**config.mk**
```make
export PLATFORM = sky130hd
export DESIGN_NAME = apwb_port
export DESIGN_NICKNAME = d
export VERILOG_FILES = /design/src/hw/apwb_pkg.sv /design/src/hw/apwb_port.sv
export SDC_FILE = /design/constraint.sdc
export NUM_CORES = 1
export LEC_CHECK = 0
export BUFFER_PORTS_ARGS = -buffer_cell sky130_fd_sc_hd__buf_2
export CORE_ASPECT_RATIO = 2
export CORE_UTILIZATION = 40
export DETAILED_ROUTE_END_ITERATION = 12
export PLACE_DENSITY = 0.67
export SLEW_MARGIN = 5
export SYNTH_ARGS = -nofsm -noshare
export SYNTH_HDL_FRONTEND = slang
export SYNTH_SLANG_ARGS = --single-unit
```
**constraint.sdc**
```tcl
create_clock -name clk_i -period 1.3 [get_ports clk_i]
set_input_delay 0.13 -clock clk_i [delete_from_list [all_inputs] [get_ports clk_i]]
set_output_delay 0.13 -clock clk_i [all_outputs]
set_load 0.005 [all_outputs]
```
**src/hw/apwb_pkg.sv**
```systemverilog
// Purpose: Constants and carriers for the converter parallel host data port.
// Assumes: 50 MHz clk_i; pins arrive asynchronously and are synchronised in the port.
// Notes: Wishbone register map for the result source and host-write capture.
// How it works
// [RQ1] Data pins float unless strobes direct otherwise.
// [RQ2] Same pins return results and take writes.
// [RQ3] Word mode: dual pin is data bit 8.
// [RQ4] Byte mode: dual pin selects high byte.
// [RQ5] Low byte travels on the low lines.
// [RQ6] High byte: top four bits on lines 0-3.
// [RQ7] High byte read: channel tag on lines 4-6.
// [RQ8] High byte write: host zeroes lines 4-7.
// [RQ9] Word mode: upper lines carry bits 9-11.
// [RQ10] Result driven after read strobe with select.
// [RQ11] Host writes with store strobe and select.
// [RQ12] Byte mode needs two accesses per word.
package apwb_pkg;
	localparam int          DATA_W          = 12;
	localparam int          CHAN_W          = 3;
	localparam logic [3:0]  ADDR_RESULT     = 4'h0;
	localparam logic [3:0]  ADDR_HOSTWORD   = 4'h4;
	localparam logic [3:0]  ADDR_STATUS     = 4'h8;
	localparam int          RES_CHAN_POS    = 12;
	localparam int          HW_NEW_POS      = 16;
	localparam int          HW_PAD_POS      = 17;
	localparam int          ST_WORD_POS     = 0;
	localparam int          ST_READ_POS     = 1;
	localparam logic [11:0] RESULT_RESET    = 12'h000;
	localparam logic [2:0]  CHAN_RESET      = 3'h0;
	localparam logic [11:0] HOSTWORD_RESET  = 12'h000;

	typedef struct packed {
		logic              cs_n;
		logic              rd_n;
		logic              wr_n;
		logic              word_byte_select;
		logic [DATA_W-1:0] data;
	} apwb_pin_in_type;

	typedef struct packed {
		logic [DATA_W-1:0] data;
		logic [DATA_W-1:0] oe;
	} apwb_pin_out_type;
endpackage : apwb_pkg

```
**src/hw/apwb_port.sv**
```systemverilog
// Purpose: Device side of the parallel data port with word and byte modes.
// Assumes: Host strobes last several clk_i cycles; pins pass two flip-flops first.
// Notes: Written words are captured from the last sampled strobe-low cycle.
//
// Design decisions made here: the placing of the registers and the Wishbone interface to the registers.
`timescale 1ns/1ps
module apwb_port
	import apwb_pkg::*;
(
	input  wire logic                    clk_i,    // 50 MHz clock
	input  wire logic                    rst_i,    // Synchronous reset, active high
	input  wire logic [3:0]              adr_i,    // Wishbone byte address
	input  wire logic [31:0]             dat_i,    // Wishbone write data
	input  wire logic [3:0]              sel_i,    // Wishbone byte selects
	input  wire logic                    we_i,     // Wishbone write enable
	input  wire logic                    cyc_i,    // Wishbone cycle
	input  wire logic                    stb_i,    // Wishbone strobe
	output logic      [31:0]             dat_o,    // Wishbone read data
	output logic                         ack_o,    // Wishbone acknowledge
	input  wire apwb_pkg::apwb_pin_in_type  pins_i,   // Strobes, mode and data pin levels
	output apwb_pkg::apwb_pin_out_type      pins_o    // Data pin drive and enables
);
	import apwb_pkg::*;

	apwb_pin_in_type  sync1_r;
	apwb_pin_in_type  sync1_nxt;
	apwb_pin_in_type  sync2_r;
	apwb_pin_in_type  sync2_nxt;
	logic             ack_r;
	logic             ack_nxt;
	logic [31:0]      dat_r;
	logic [31:0]      dat_nxt;
	logic [11:0]      result_r;
	logic [11:0]      result_nxt;
	logic [2:0]       chan_r;
	logic [2:0]       chan_nxt;
	logic [11:0]      hostword_r;
	logic [11:0]      hostword_nxt;
	logic             new_r;
	logic             new_nxt;
	logic             pad_r;
	logic             pad_nxt;
	logic             wr_low_r;
	logic             wr_low_nxt;
	apwb_pin_in_type  cap_r;
	apwb_pin_in_type  cap_nxt;
	apwb_pin_out_type out_r;
	apwb_pin_out_type out_nxt;
	logic             rd_act;       // Synced select and read strobe both low
	logic             wr_act;       // Synced select and store strobe both low
	logic             commit;       // First synced cycle after a store strobe
	logic             word_mode;    // Synced mode pin, high for full width
	logic             high_byte_enable;         // Dual pin read as high byte pick
	logic             bus_wr;       // Wishbone write on its acknowledge edge
	logic             bus_rd;       // Wishbone read being answered
	logic             lo_commit;    // Check helper: low-byte store commits
	logic             hi_commit;    // Check helper: high-byte store commits

	// Two stages for every pin; only the second stage feeds logic.
	always_comb
	begin
		sync1_nxt = pins_i;
		sync2_nxt = sync1_r;
	end

	always_ff @(posedge clk_i)
	begin
		if (rst_i)
		begin
			sync1_r <= '{cs_n: 1'b1, rd_n: 1'b1, wr_n: 1'b1, word_byte_select: 1'b1, data: 12'h000};
			sync2_r <= '{cs_n: 1'b1, rd_n: 1'b1, wr_n: 1'b1, word_byte_select: 1'b1, data: 12'h000};
		end
		else
		begin
			sync1_r <= sync1_nxt;
			sync2_r <= sync2_nxt;
		end
	end

	assign word_mode = sync2_r.word_byte_select;
	assign high_byte_enable      = ~word_mode & sync2_r.data[8];                   // RQ4
	assign rd_act    = ~sync2_r.cs_n & ~sync2_r.rd_n;                  // RQ10
	assign wr_act    = ~sync2_r.cs_n & ~sync2_r.wr_n;                  // RQ11
	assign commit    = wr_low_r & ~wr_act;
	// A write lands on the edge that sees ack high, the only edge a classic master commits on.
	assign bus_wr    = cyc_i & stb_i & we_i & ack_r;
	assign bus_rd    = cyc_i & stb_i & ~we_i & ~ack_r;

	// Pin drive: floating unless a read is in progress.
	always_comb
	begin
		out_nxt = '{data: 12'h000, oe: 12'h000};                          // RQ1
		if (rd_act)
		begin
			if (word_mode)
			begin
				out_nxt.data = result_r;                                      // RQ2
				out_nxt.oe   = 12'hfff;                                       // RQ3 RQ9
			end
			else if (high_byte_enable)
			begin
				out_nxt.data[3:0] = result_r[11:8];                           // RQ6
				out_nxt.data[6:4] = chan_r;                                   // RQ7
				out_nxt.oe        = 12'h0ff;
			end
			else
			begin
				out_nxt.data[7:0] = result_r[7:0];                            // RQ5
				out_nxt.oe        = 12'h0ff;
			end
		end
	end

	// Host writes: keep the last strobe-low sample, commit on strobe release.
	always_comb
	begin
		wr_low_nxt   = wr_act;
		cap_nxt      = wr_act ? sync2_r : cap_r;
		hostword_nxt = hostword_r;
		new_nxt      = new_r;
		pad_nxt      = pad_r;
		if (bus_wr && adr_i == ADDR_HOSTWORD && sel_i[2])
		begin
			new_nxt = new_r & ~dat_i[HW_NEW_POS];
			pad_nxt = pad_r & ~dat_i[HW_PAD_POS];
		end
		// Hardware set follows the software clear so a coinciding event is kept.
		if (commit)
		begin
			if (cap_r.word_byte_select)
			begin
				hostword_nxt = cap_r.data;                                    // RQ2 RQ9
				new_nxt      = 1'b1;
			end
			else if (cap_r.data[8])
			begin
				// Second access of a byte pair completes the word.
				hostword_nxt[11:8] = cap_r.data[3:0];                         // RQ6 RQ12
				new_nxt            = 1'b1;
				if (cap_r.data[7:4] != 4'h0)
					pad_nxt = 1'b1;                                           // RQ8
			end
			else
				hostword_nxt[7:0] = cap_r.data[7:0];                          // RQ5
		end
	end

	// Result source: software loads the word and channel tag that a pin read returns.
	// Reads see this register live, so a load during a host read changes the lines mid-strobe.
	always_comb
	begin
		result_nxt = result_r;
		chan_nxt   = chan_r;
		if (bus_wr && adr_i == ADDR_RESULT)
		begin
			if (sel_i[0])
			begin
				result_nxt[7:0] = dat_i[7:0];
			end
			if (sel_i[1])
			begin
				result_nxt[11:8] = dat_i[11:8];
				chan_nxt         = dat_i[RES_CHAN_POS +: CHAN_W];
			end
		end
	end

	// Wishbone slave: one wait state, unmapped reads return zero.
	always_comb
	begin
		ack_nxt = cyc_i & stb_i & ~ack_r;
		dat_nxt = 32'h0000_0000;
		if (bus_rd)
		begin
			unique case (adr_i)
				ADDR_RESULT:   dat_nxt = {17'h00000, chan_r, result_r};
				ADDR_HOSTWORD: dat_nxt = {14'h0000, pad_r, new_r, 4'h0, hostword_r};
				ADDR_STATUS:   dat_nxt = {30'h0000_0000, rd_act, word_mode};
				default:       dat_nxt = 32'h0000_0000;
			endcase
		end
	end

	// Wishbone answer registers.
	always_ff @(posedge clk_i)
	begin
		if (rst_i)
		begin
			ack_r <= 1'b0;
			dat_r <= 32'h0000_0000;
		end
		else
		begin
			ack_r <= ack_nxt;
			dat_r <= dat_nxt;
		end
	end

	// Result source registers.
	always_ff @(posedge clk_i)
	begin
		if (rst_i)
		begin
			result_r <= RESULT_RESET;
			chan_r   <= CHAN_RESET;
		end
		else
		begin
			result_r <= result_nxt;
			chan_r   <= chan_nxt;
		end
	end

	// Host-write capture registers.
	always_ff @(posedge clk_i)
	begin
		if (rst_i)
		begin
			hostword_r <= HOSTWORD_RESET;
			new_r      <= 1'b0;
			pad_r      <= 1'b0;
			wr_low_r   <= 1'b0;
			cap_r      <= '{cs_n: 1'b1, rd_n: 1'b1, wr_n: 1'b1, word_byte_select: 1'b1, data: 12'h000};
		end
		else
		begin
			hostword_r <= hostword_nxt;
			new_r      <= new_nxt;
			pad_r      <= pad_nxt;
			wr_low_r   <= wr_low_nxt;
			cap_r      <= cap_nxt;
		end
	end

	// Pin drive registers; the lines follow the synced strobes by one edge.
	always_ff @(posedge clk_i)
	begin
		if (rst_i)
		begin
			out_r <= '{data: 12'h000, oe: 12'h000};
		end
		else
		begin
			out_r <= out_nxt;
		end
	end

	assign ack_o  = ack_r;
	assign dat_o  = dat_r;
	assign pins_o = out_r;

	// Helpers for the checks below; they feed no logic.
	assign lo_commit = commit & ~cap_r.word_byte_select & ~cap_r.data[8];
	assign hi_commit = commit & ~cap_r.word_byte_select & cap_r.data[8];
endmodule : apwb_port

```
Yosys cells after proc, flatten, opt, wreduce, memory -nomap -nowiden
Cells that the tools add are included.

Muxes and demuxes: 16. Shifts and indexed selects: 0. Multipliers: 0. $add $sub $neg: 0. Divide/modulo/power cells: 0. Equal/unequal tests: 3. Reduce and logical (&&, ||, !) cells: 13. Order comparisons: 0. Bitwise logic cells: 23.

Operator list (count): case mux 18 bit (3 select lines) (1); two-way mux 20 bit (1); two-way mux 19 bit (1); AND 1 bit (12); two-way mux 12 bit (1); NOT 1 bit (11); two-way mux 1 bit (10); two-way mux 8 bit (1); AND reduction 2 bit (4); == test 4 x 3 -> 1 bit (second input constant) (1); == test 4 bit (second input constant) (1); logical NOT 4 bit (1); two-way mux 4 bit (1); nonzero test 4 bit (1); OR reduction 2 bit (2); logical AND 1 bit (3); OR reduction 3 bit (1); != test 2 x 1 -> 1 bit (second input constant) (1); nonzero test 2 bit (1).

Bits in registers: 132. Bits of input ports: 61. Memories kept: 0. Logic and storage cells: 80. Memory bits (writable): 0. Bits in latches: 0. ROM bits: 0. Output and inout port bits: 57.

Logic depth before layout (Yosys ltp)
Gate-level depths: netlist of the first run.

Depth after elaboration: 10. Depth in mapped cells: 5.

Least setup slack after synthesis of the first run
Ideal clock, no wire load.

Kind: input-to-reg. Start point: in adr_i[2]. End point: reg result_r[0]. Path buffers: 1. Slack: -121 ps. Data required time: 1228 ps. Arrival: 1350 ps. Stages: 4. Library setup time: 72 ps. Cells stage by stage: buf_2 > or4_4 > nor3_4 > mux2i_1.

Word-level cells in the longest chain between the ends: 3.

RTL lines: start, declared (line apwb_port.sv:12) `input wire logic [3:0] adr_i,`; logical NOT 4 bit (line apwb_port.sv:154) `if (bus_wr && adr_i == ADDR_RESULT)`; logical AND 1 bit (line apwb_port.sv:154); AND reduction 2 bit (no source line); end signal, assigned (line apwb_port.sv:209) `result_r <= result_nxt;`; end, declared (line apwb_port.sv:33) `logic [11:0] result_r;`.

Every way passes these cells. A chain may end at the register's enable or synchronous reset.

Final worst setup path of the first run
Start point: reg sync2_r[15] (netlist name). End point: reg out_r, in the netlist pins_o[14].

Word-level cells in the longest chain between the ends: 4.

RTL lines: start, declared (line apwb_port.sv:27) `apwb_pin_in_type sync2_r;`; start signal, assigned (line apwb_port.sv:71) `sync2_r <= '{cs_n: 1'b1, rd_n: 1'b1, wr_n: 1'b1, word_byte_select: 1'b1, data: 12'h000};`; start signal, assigned (line apwb_port.sv:76) `sync2_r <= sync2_nxt;`; NOT 1 bit (line apwb_port.sv:82) `assign rd_act = ~sync2_r.cs_n & ~sync2_r.rd_n;`; AND 1 bit (line apwb_port.sv:82); NOT 1 bit (no source line); OR reduction 2 bit (no source line); end signal, assigned (line apwb_port.sv:240) `out_r <= '{data: 12'h000, oe: 12'h000};`; end signal, assigned (line apwb_port.sv:244) `out_r <= out_nxt;`; end, declared (line apwb_port.sv:47) `apwb_pin_out_type out_r;`.

Every way passes these cells.

==> flow_metrics.env, run 1 <==
export IMPL_cts_max_level=3
export IMPL_area_delta_synth_final_pct=25.9
export IMPL_finalSetupViolations=0
export IMPL_coreArea_um2=9450
export IMPL_grt_pass1_wl_mm=12.0
export IMPL_grt_most_used_layer="met2"
export IMPL_grt_met1_usage_pct=13.2
export IMPL_setup_ws_ps=73.9
export IMPL_via_count=2824
export IMPL_cp_max_fo=8
export IMPL_port_buffers=86
export IMPL_cp_end_kind="register"
export IMPL_synth_seq_cells=107
export IMPL_met3_usage_pct=2.84
export IMPL_drt_iter0_drc=82
export IMPL_status="finished clean"
export IMPL_dp_hpwl_mm=5.53
export IMPL_start_util_pct=41.4
export IMPL_avgRoutedWirePerCell_um=11.7
export IMPL_first_pass_iters=4
export IMPL_drtAntennaViolNets=0
export IMPL_post_cts_setup_buffer_count=0
export IMPL_fin_crit_sh_pct=94.3
export IMPL_grt_start_max_net_pins=49
export IMPL_critPathRequiredTime_ps=1580
export IMPL_switching_share_pct=19.9
export IMPL_clockBufferDepth=2
export IMPL_final_hold_viol_count=0
export IMPL_grt_pass1_vias=2724
export IMPL_synthMuxAreaShare_pct=9.47
export IMPL_hold_class="in2reg"
export IMPL_drc=0
export IMPL_arrival_ps=1500
export IMPL_synth_main_ff_cell="dfxtp_1"
export IMPL_wl_mm=7.38
export IMPL_antenna_found_initial=0
export IMPL_intPower_mw=5.03
export IMPL_power_density_nw_per_um2=1280
export IMPL_io_pins=118
export IMPL_netlist_instances=392
export IMPL_use_met2_pct=30.4
export IMPL_criticalPathCategory="reg2reg"
export IMPL_fmax_mhz=816
export IMPL_pwr_share_clk_pct=42.2
export IMPL_synthArstFlopShare_pct=0
export IMPL_p_seq_share_pct=53.2
export IMPL_grt_total_usage_pct=15.4
export IMPL_cts_tree="done"
export IMPL_synth_xor_area_share_pct=0
export IMPL_multi_input_comb_area_um2=1540
export IMPL_layout_commonest_cell="dfxtp_1"
export IMPL_netlist_area_um2=3910
export IMPL_regArea_um2=2140
export IMPL_combPwrFrac_pct=4.6
export IMPL_period_minus_slack_ps=1230
export IMPL_synth_top_family_by_area="simple AND/OR/NAND/NOR gates"
export IMPL_yosys_warnings=0
export IMPL_synth_edf_count=0
export IMPL_final_cells=629
export IMPL_drt_vias_per_instance=4.49
export IMPL_synth_compound_area_share_pct=6.20
export IMPL_cts_inserted_buffers=9
export IMPL_die_area_um2=10200
export IMPL_root_buffer="clkbuf_16"
export IMPL_fill_cells=873
export IMPL_num_rows=50
export IMPL_rsz0062_at_grt="no"
export IMPL_cp_start_kind="register"
export IMPL_layout_common_cells="107 x dfxtp_1, 86 x buf_2, 37 x mux2i_1, 32 x nand2b_1, 29 x nand2_1"
export IMPL_ys_seq_area_share_pct=54.7
export IMPL_path_clk_slew_ps=60
export IMPL_grt_overflow=0
export IMPL_clkSinkCount=107
export IMPL_peakVddDrop_uv=729
export IMPL_dieHeight_um=142
export IMPL_yosys_area_share_adder_pct=0
export IMPL_routabilityCongestion=0.831
export IMPL_report_final_slew_viol_count=0
export IMPL_syn_area_per_cell_um2=9.98
export IMPL_dpl_cell_count=597
export IMPL_pre_cts_slack_ps=-203
export IMPL_drv_cap=0
export IMPL_die_x_um=71.9
export IMPL_antenna_cells=0
export IMPL_synthSimpleGateAreaFrac_pct=22.4
export IMPL_drive_gt1_share_pct=27.3
export IMPL_fin_nets=555
export IMPL_leakage_nw=2.15
export IMPL_power_switching_mw=1.25
export IMPL_finalClockSkew_ps=5.50
export IMPL_clk_latency_ps=340
export IMPL_synthDistinctLibCells=38
[sequential cells by signal, summed over array words and instances (netlist names)]
name and flops:
new_r 1, pad_r 1, wr_low_r 1, result_r 12, dat_o 17, cap_r 13
chan_r 3, word_mode 1, sync2_r 15, sync1_r 16, hostword_r 12, ack_o 1
pins_o 14
[synthesized netlist by cell type, drive strengths merged, types with 3 or more instances]
| master | count | share of area (%) |
|---|---|---|
| nor2 | 24 | 2.3 |
| mux2i | 37 | 9.5 |
| a21oi | 22 | 2.8 |
| nand3 | 8 | 1.0 |
| nor2b | 25 | 4.0 |
| a211oi | 3 | 0.58 |
| dfxtp | 107 | 55 |
| nand2 | 29 | 2.8 |
| or2 | 10 | 1.6 |
| o21ai | 9 | 1.2 |
| and2 | 5 | 0.80 |
| and3 | 7 | 1.1 |
| buf | 26 | 4.9 |
| nand2b | 32 | 5.1 |
| nor3 | 4 | 1.1 |
| clkbuf | 19 | 1.8 |
| inv | 4 | 0.38 |
[cell type report]
cell class / count / share of cell area (%)
timing repair buffer: 122 / 15.5
multi-input combinational: 250 / 31.3
clock inverter: 4 / 1.02
clock buffer: 12 / 5.00
tap: 130 / 3.30
sequential: 107 / 43.5
inverter: 4 / 0.305
[stage by stage]
stage / setup TNS, ps / cell area (um^2) / power (mW) / utilization (%) / hold slack [ps]
final: 0 / 4930 / 6.28 / 52.1 / 51.5
after global routing: 0 / 4930 / 6.52 / 52.1 / 50.9
after CTS: 0 / 4930 / 6.36 / 52.1 / 43.2
after detailed placement: -2640 / 4470 / 3.67 / 47.3 / 321
after global placement: -2190 / 4470 / 3.67 / 47.3 / 318
after floorplan: -1130 / 3980 / 3.60 / - / 234
[what timing repair did]
action                     in CTS  in global routing
gates resized for setup         0                  1
hold buffers                   16                  0
hold endpoints to repair       16                  0
setup endpoints to repair       0                  1
[routing by layer]
metal  share of wire, %  up-vias
met4                3.9        0
met1                 36     1261
met5                  0        -
met3                3.8       18
met2                 56       87
li1                   -     1458
[cell families (layout without fill, tap and decap cells)]
group / after synthesis / in the layout
and+or+nand+nor: 156 / 156
other: 1 / 15
AOI/OAI and AO/OA: 42 / 42
buffers and inverters: 49 / 142
DFF: 107 / 107
muxes: 37 / 37
[path summary, 6_finish.rpt]
| path | start | to | slack, ps | cells past startpoint |
|---|---|---|---|---|
| worst min register to register | sync1_r[15] | sync2_r[15] | 410 | 1 |
| worst min-delay path | dat_i[7] | result_r[7] | 50 | 3 |
| worst max register to register | sync2_r[15] | pins_o[14] | 70 | 3 |
| worst max-delay path | sync2_r[15] | pins_o[14] | 70 | 3 |
[power groups by stage]
| stage | clock (mW) | combinational, mW | sequential (mW) |
|---|---|---|---|
| 2_1_floorplan | 0 | 0.181 | 3.41 |
| 3_3_place_gp | 0 | 0.249 | 3.42 |
| 3_5_place_dp | 0 | 0.252 | 3.42 |
| 4_1_cts | 2.72 | 0.289 | 3.34 |
| 5_1_grt | 2.86 | 0.317 | 3.35 |
| 6_report | 2.65 | 0.287 | 3.34 |
[worst max-delay path: stages, from the launching register on]
cell     delay [ps]
dfxtp_1         370
or3_1           470
buf_4           200
nor2_1          120
Power figures use the tool's default switching activity.
==> run 2: changes to the inputs <==
CAP_MARGIN = 30   (was default)
CORE_MARGIN = 2   (was default)
SKIP_CTS_REPAIR_TIMING = 1   (was default)
==> flow_metrics.env, run 2 (same netlist as run 1, synthesis figures left out) <==
export IMPL_antenna_cells=0
export IMPL_crit_family="flip-flops"
export IMPL_clkSinkCount=107
export IMPL_cp_end_kind="register"
export IMPL_period_minus_slack_ps=1200
export IMPL_grt_pass1_wl_mm=11.6
export IMPL_pwr_share_clk_pct=44.6
export IMPL_grt_pass1_vias=2545
export IMPL_cp_start_kind="register"
export IMPL_arrival_ps=1470
export IMPL_grt_start_max_net_pins=39
export IMPL_path_clk_slew_ps=70
export IMPL_cp_max_fo=8
export IMPL_met3WireLength_um=344
export IMPL_finalPower_mw=6.52
export IMPL_area_delta_synth_final_pct=25.2
export IMPL_intPower_mw=5.26
export IMPL_first_pass_iters=4
export IMPL_cts_inserted_buffers=9
export IMPL_start_util_pct=40.6
export IMPL_peakVddDrop_uv=748
export IMPL_layout_commonest_cell="dfxtp_1"
export IMPL_wl_met2_mm=4.22
export IMPL_top_layer="met4"
export IMPL_criticalPathCategory="reg2reg"
export IMPL_clk_latency_ps=340
export IMPL_fin_nets=549
export IMPL_root_buffer="clkbuf_16"
export IMPL_violations="negative hold slack"
export IMPL_fin_hold_ws_ps=-2.24
export IMPL_crit_buf_inv=2
export IMPL_drv_cap=0
export IMPL_largest_reg_flops=17
export IMPL_cts_max_level=3
export IMPL_num_rows=51
export IMPL_layout_common_cells="105 x dfxtp_1, 86 x buf_2, 37 x mux2i_1, 32 x nand2b_1, 29 x nand2_1"
export IMPL_drt_met1_wl_mm=2.61
export IMPL_p_seq_share_pct=51.3
export IMPL_drive_gt1_share_pct=28.6
export IMPL_via_count=2818
export IMPL_fin_util_pct=50.8
export IMPL_dieHeight_um=144
export IMPL_drc=0
export IMPL_max_stage_delay_ps=340
export IMPL_finalSetupViolations=0
export IMPL_hold_class="in2reg"
export IMPL_rsz0062_at_grt="no"
export IMPL_power_switching_mw=1.27
export IMPL_dp_hpwl_mm=5.53
export IMPL_grt_total_usage_pct=14.5
export IMPL_io_pins=118
export IMPL_combPwrFrac_pct=4.2
export IMPL_cts_tree="done"
export IMPL_leakage_nw=2.15
export IMPL_drt_vias_per_instance=4.51
export IMPL_die_x_um=73.9
export IMPL_critPathRequiredTime_ps=1570
export IMPL_clockBufferDepth=2
export IMPL_fin_crit_sh_pct=92.5
export IMPL_power_density_nw_per_um2=1330
export IMPL_crit_chain="nand4_1, buf_4, nor3_4, buf_12, mux2i_1"
export IMPL_grt_overflow=0
export IMPL_finalClockSkew_ps=5.90
export IMPL_coreArea_um2=9640
export IMPL_final_hold_viol_count=4
export IMPL_drt_iter0_drc=112
export IMPL_port_buffers=86
export IMPL_antenna_found_initial=0
export IMPL_switching_share_pct=19.4
export IMPL_wl_mm=7.39
export IMPL_drtAntennaViolNets=0
export IMPL_fmax_mhz=831
export IMPL_routabilityCongestion=0.825
export IMPL_avgRoutedWirePerCell_um=11.8
export IMPL_status="complete, but fails checks"
export IMPL_crit_path_top_delay_cell="dfxtp_2"
export IMPL_die_area_um2=10600
export IMPL_report_final_slew_viol_count=0
run 2: cell count changes in the layout (fill, tap and decap cells not counted), sizes merged:
cell | before | now
buf | 106 | 108
bufinv | 1 | 2
clkbuf | 12 | 11
clkinv | 1 | 3
clkinvlp | 2 | 0
dlygate4sd3 | 16 | 8
run 2: cell type report:
type                            instances  area [um^2]
Clock buffer                           11          253
Clock inverter                          5         75.1
Fill cell                             888         4740
Inverter                                4         15.0
Multi-Input combinational cell        250         1540
Sequential cell                       107         2140
Tap cell                              132          165
Timing Repair Buffer                  116          701
run 2: final timing paths:
kind / startpoint / endpoint / slack, ps / cells after the start
hold / removal: pins_i[6] / sync1_r[6] / -2 / 2
setup reg to reg: ack_o / result_r[6] / 100 / 5
hold reg to reg: sync1_r[12] / word_mode / 410 / 1
setup / recovery: ack_o / result_r[6] / 100 / 5
run 2: metrics by stage:
step	TNS, ps	cell area [um^2]	worst slack [ps]	cells
finish	0	4900	96.9	625
global route	0	4900	8.15	625
CTS	-279	4800	-36.3	615
detailed placement	-2980	4470	-200	599
global placement	-2290	4470	-143	599
floorplan	-1130	3980	-83.1	406
run 2: power groups by stage:
stage / combinational, mW / sequential (mW) / clock, mW
6_report: 0.273 / 3.34 / 2.91
5_1_grt: 0.300 / 3.35 / 3.12
4_1_cts: 0.257 / 3.34 / 2.97
3_5_place_dp: 0.256 / 3.42 / 0
3_3_place_gp: 0.252 / 3.42 / 0
2_1_floorplan: 0.181 / 3.41 / 0
run 2: routing by layer:
| metal | vias up | track usage [%] |
|---|---|---|
| met1 | 1268 | 13.4 |
| met5 | - | 0 |
| met3 | 14 | 3.93 |
| met4 | 0 | 8.04 |
| li1 | 1451 | - |
| met2 | 85 | 27.2 |
==> run 3: changes to the inputs <==
CORE_ASPECT_RATIO = 1.25   (was 2)
==> flow_metrics.env, run 3 (same netlist as run 1, synthesis figures left out) <==
export IMPL_status="complete, but fails checks"
export IMPL_violations="negative hold slack"
export IMPL_drv_cap=0
export IMPL_fin_nets=551
export IMPL_final_cells=621
export IMPL_r2r_end="chan_r[0]"
export IMPL_path_depth=4
export IMPL_critPathRequiredTime_ps=1570
export IMPL_worstSetupStartpoint="ack_o"
export IMPL_power_density_nw_per_um2=1310
export IMPL_timing_rr_start="ack_o"
export IMPL_crit_buf_inv=1
export IMPL_drtAntennaViolNets=0
export IMPL_crit_path_top_delay_cell="dfxtp_2"
export IMPL_dieHeight_um=115
export IMPL_routabilityCongestion=0.756
export IMPL_setup_worst_path_end="chan_r[0]"
export IMPL_rsz0062_at_grt="yes"
export IMPL_io_pins=118
export IMPL_die_area_um2=10600
export IMPL_finalSetupViolations=0
export IMPL_criticalPathCategory="reg2reg"
export IMPL_cp_start_kind="register"
export IMPL_dp_hpwl_mm=5.15
export IMPL_largest_reg_flops=17
export IMPL_num_rows=40
export IMPL_met3WireLength_um=347
export IMPL_grt_pass1_vias=2454
export IMPL_crit_chain="nand4_1, nor3_4, buf_12, mux2i_2"
export IMPL_cp_end_kind="register"
export IMPL_cts_tree="done"
export IMPL_arrival_ps=1550
export IMPL_fin_crit_sh_pct=99.0
export IMPL_max_stage_delay_ps=340
export IMPL_antenna_found_initial=0
export IMPL_layout_commonest_cell="dfxtp_1"
export IMPL_rr_worst_depth=4
export IMPL_report_final_slew_viol_count=0
export IMPL_fin_util_pct=51.6
export IMPL_fill_cells=882
export IMPL_grt_start_max_net_pins=70
export IMPL_crit_family="simple AND/OR/NAND/NOR gates"
export IMPL_grt_total_usage_pct=13.8
export IMPL_port_buffers=86
export IMPL_peakVddDrop_uv=751
export IMPL_hold_class="in2reg"
export IMPL_area_delta_synth_final_pct=26.1
export IMPL_clk_latency_ps=340
export IMPL_path_clk_slew_ps=70
export IMPL_finalClockSkew_ps=6.00
export IMPL_drt_iter0_drc=80
export IMPL_wl_met2_mm=3.48
export IMPL_antenna_cells=0
export IMPL_drt_vias_per_instance=4.44
export IMPL_layout_common_cells="106 x dfxtp_1, 86 x buf_2, 36 x mux2i_1, 32 x nand2b_1, 29 x nand2_1"
export IMPL_root_buffer="clkbuf_16"
export IMPL_avgRoutedWirePerCell_um=11.4
export IMPL_clkSinkCount=107
export IMPL_top_layer="met4"
export IMPL_wl_mm=7.11
export IMPL_clockBufferDepth=2
export IMPL_drive_gt1_share_pct=28.3
export IMPL_fmax_mhz=777
export IMPL_grt_pass1_wl_mm=11.4
export IMPL_start_util_pct=40.9
export IMPL_die_x_um=92.5
export IMPL_cts_inserted_buffers=9
export IMPL_first_pass_iters=4
export IMPL_drt_met1_wl_mm=3.08
export IMPL_fin_hold_ws_ps=-9.00
export IMPL_dpl_cell_count=592
export IMPL_final_hold_viol_count=4
export IMPL_period_minus_slack_ps=1290
export IMPL_r2r_setup_slack_ps=10
export IMPL_leakage_nw=2.16
export IMPL_drc=0
export IMPL_grt_overflow=0
export IMPL_via_count=2757
export IMPL_coreArea_um2=9560
export IMPL_cp_max_fo=7
export IMPL_cts_max_level=3
==> run 3: layout make-up <==
class                      count  area (um^2)  area share, %
timing repair buffer         118          738           15.0
clock inverter                 6         87.6           1.78
tap                          126          158           3.20
sequential                   107         2140           43.5
clock buffer                  10          229           4.64
inverter                       4         15.0          0.304
multi-input combinational    250         1560           31.7
==> run 3: metal layers <==
layer	global-route usage (%)	vias up
met5	0	-
met4	7.86	0
met3	2.90	17
met2	23.7	74
met1	15.9	1213
li1	-	1453
==> run 3: how the worst min path moves through the flow <==
stage	endpoint	start	cells past startpoint	slack (ps)
floorplan	sync1_r[12]	pins_i[12]	1	230
global placement	sync1_r[12]	pins_i[12]	2	320
detailed placement	sync1_r[12]	pins_i[12]	2	320
CTS	sync1_r[12]	pins_i[12]	2	-40
global route	sync1_r[8]	pins_i[8]	2	5
finish	sync1_r[8]	pins_i[8]	2	-9
==> run 3: power breakdown <==
| group | internal (mW) | total, mW | switching (mW) |
|---|---|---|---|
| Combinational | 0.157 | 0.287 | 0.131 |
| Sequential | 3.33 | 3.34 | 0.0164 |
| Clock | 1.69 | 2.84 | 1.15 |
| Total | 5.17 | 6.47 | 1.30 |
==> run 3: stage by stage <==
stage | power [mW] | instance area, um^2 | worst slack, ps | hold slack, ps | TNS (ps)
5_1_grt | 6.73 | 4930 | -47.9 | 5.12 | -124
2_1_floorplan | 3.60 | 3980 | -83.1 | 234 | -1130
3_5_place_dp | 3.68 | 4470 | -216 | 316 | -2760
3_3_place_gp | 3.67 | 4470 | -140 | 316 | -2250
6_report | 6.47 | 4930 | 13.1 | -9.00 | 0
4_1_cts | 6.51 | 4790 | -43.0 | -44.9 | -63.0
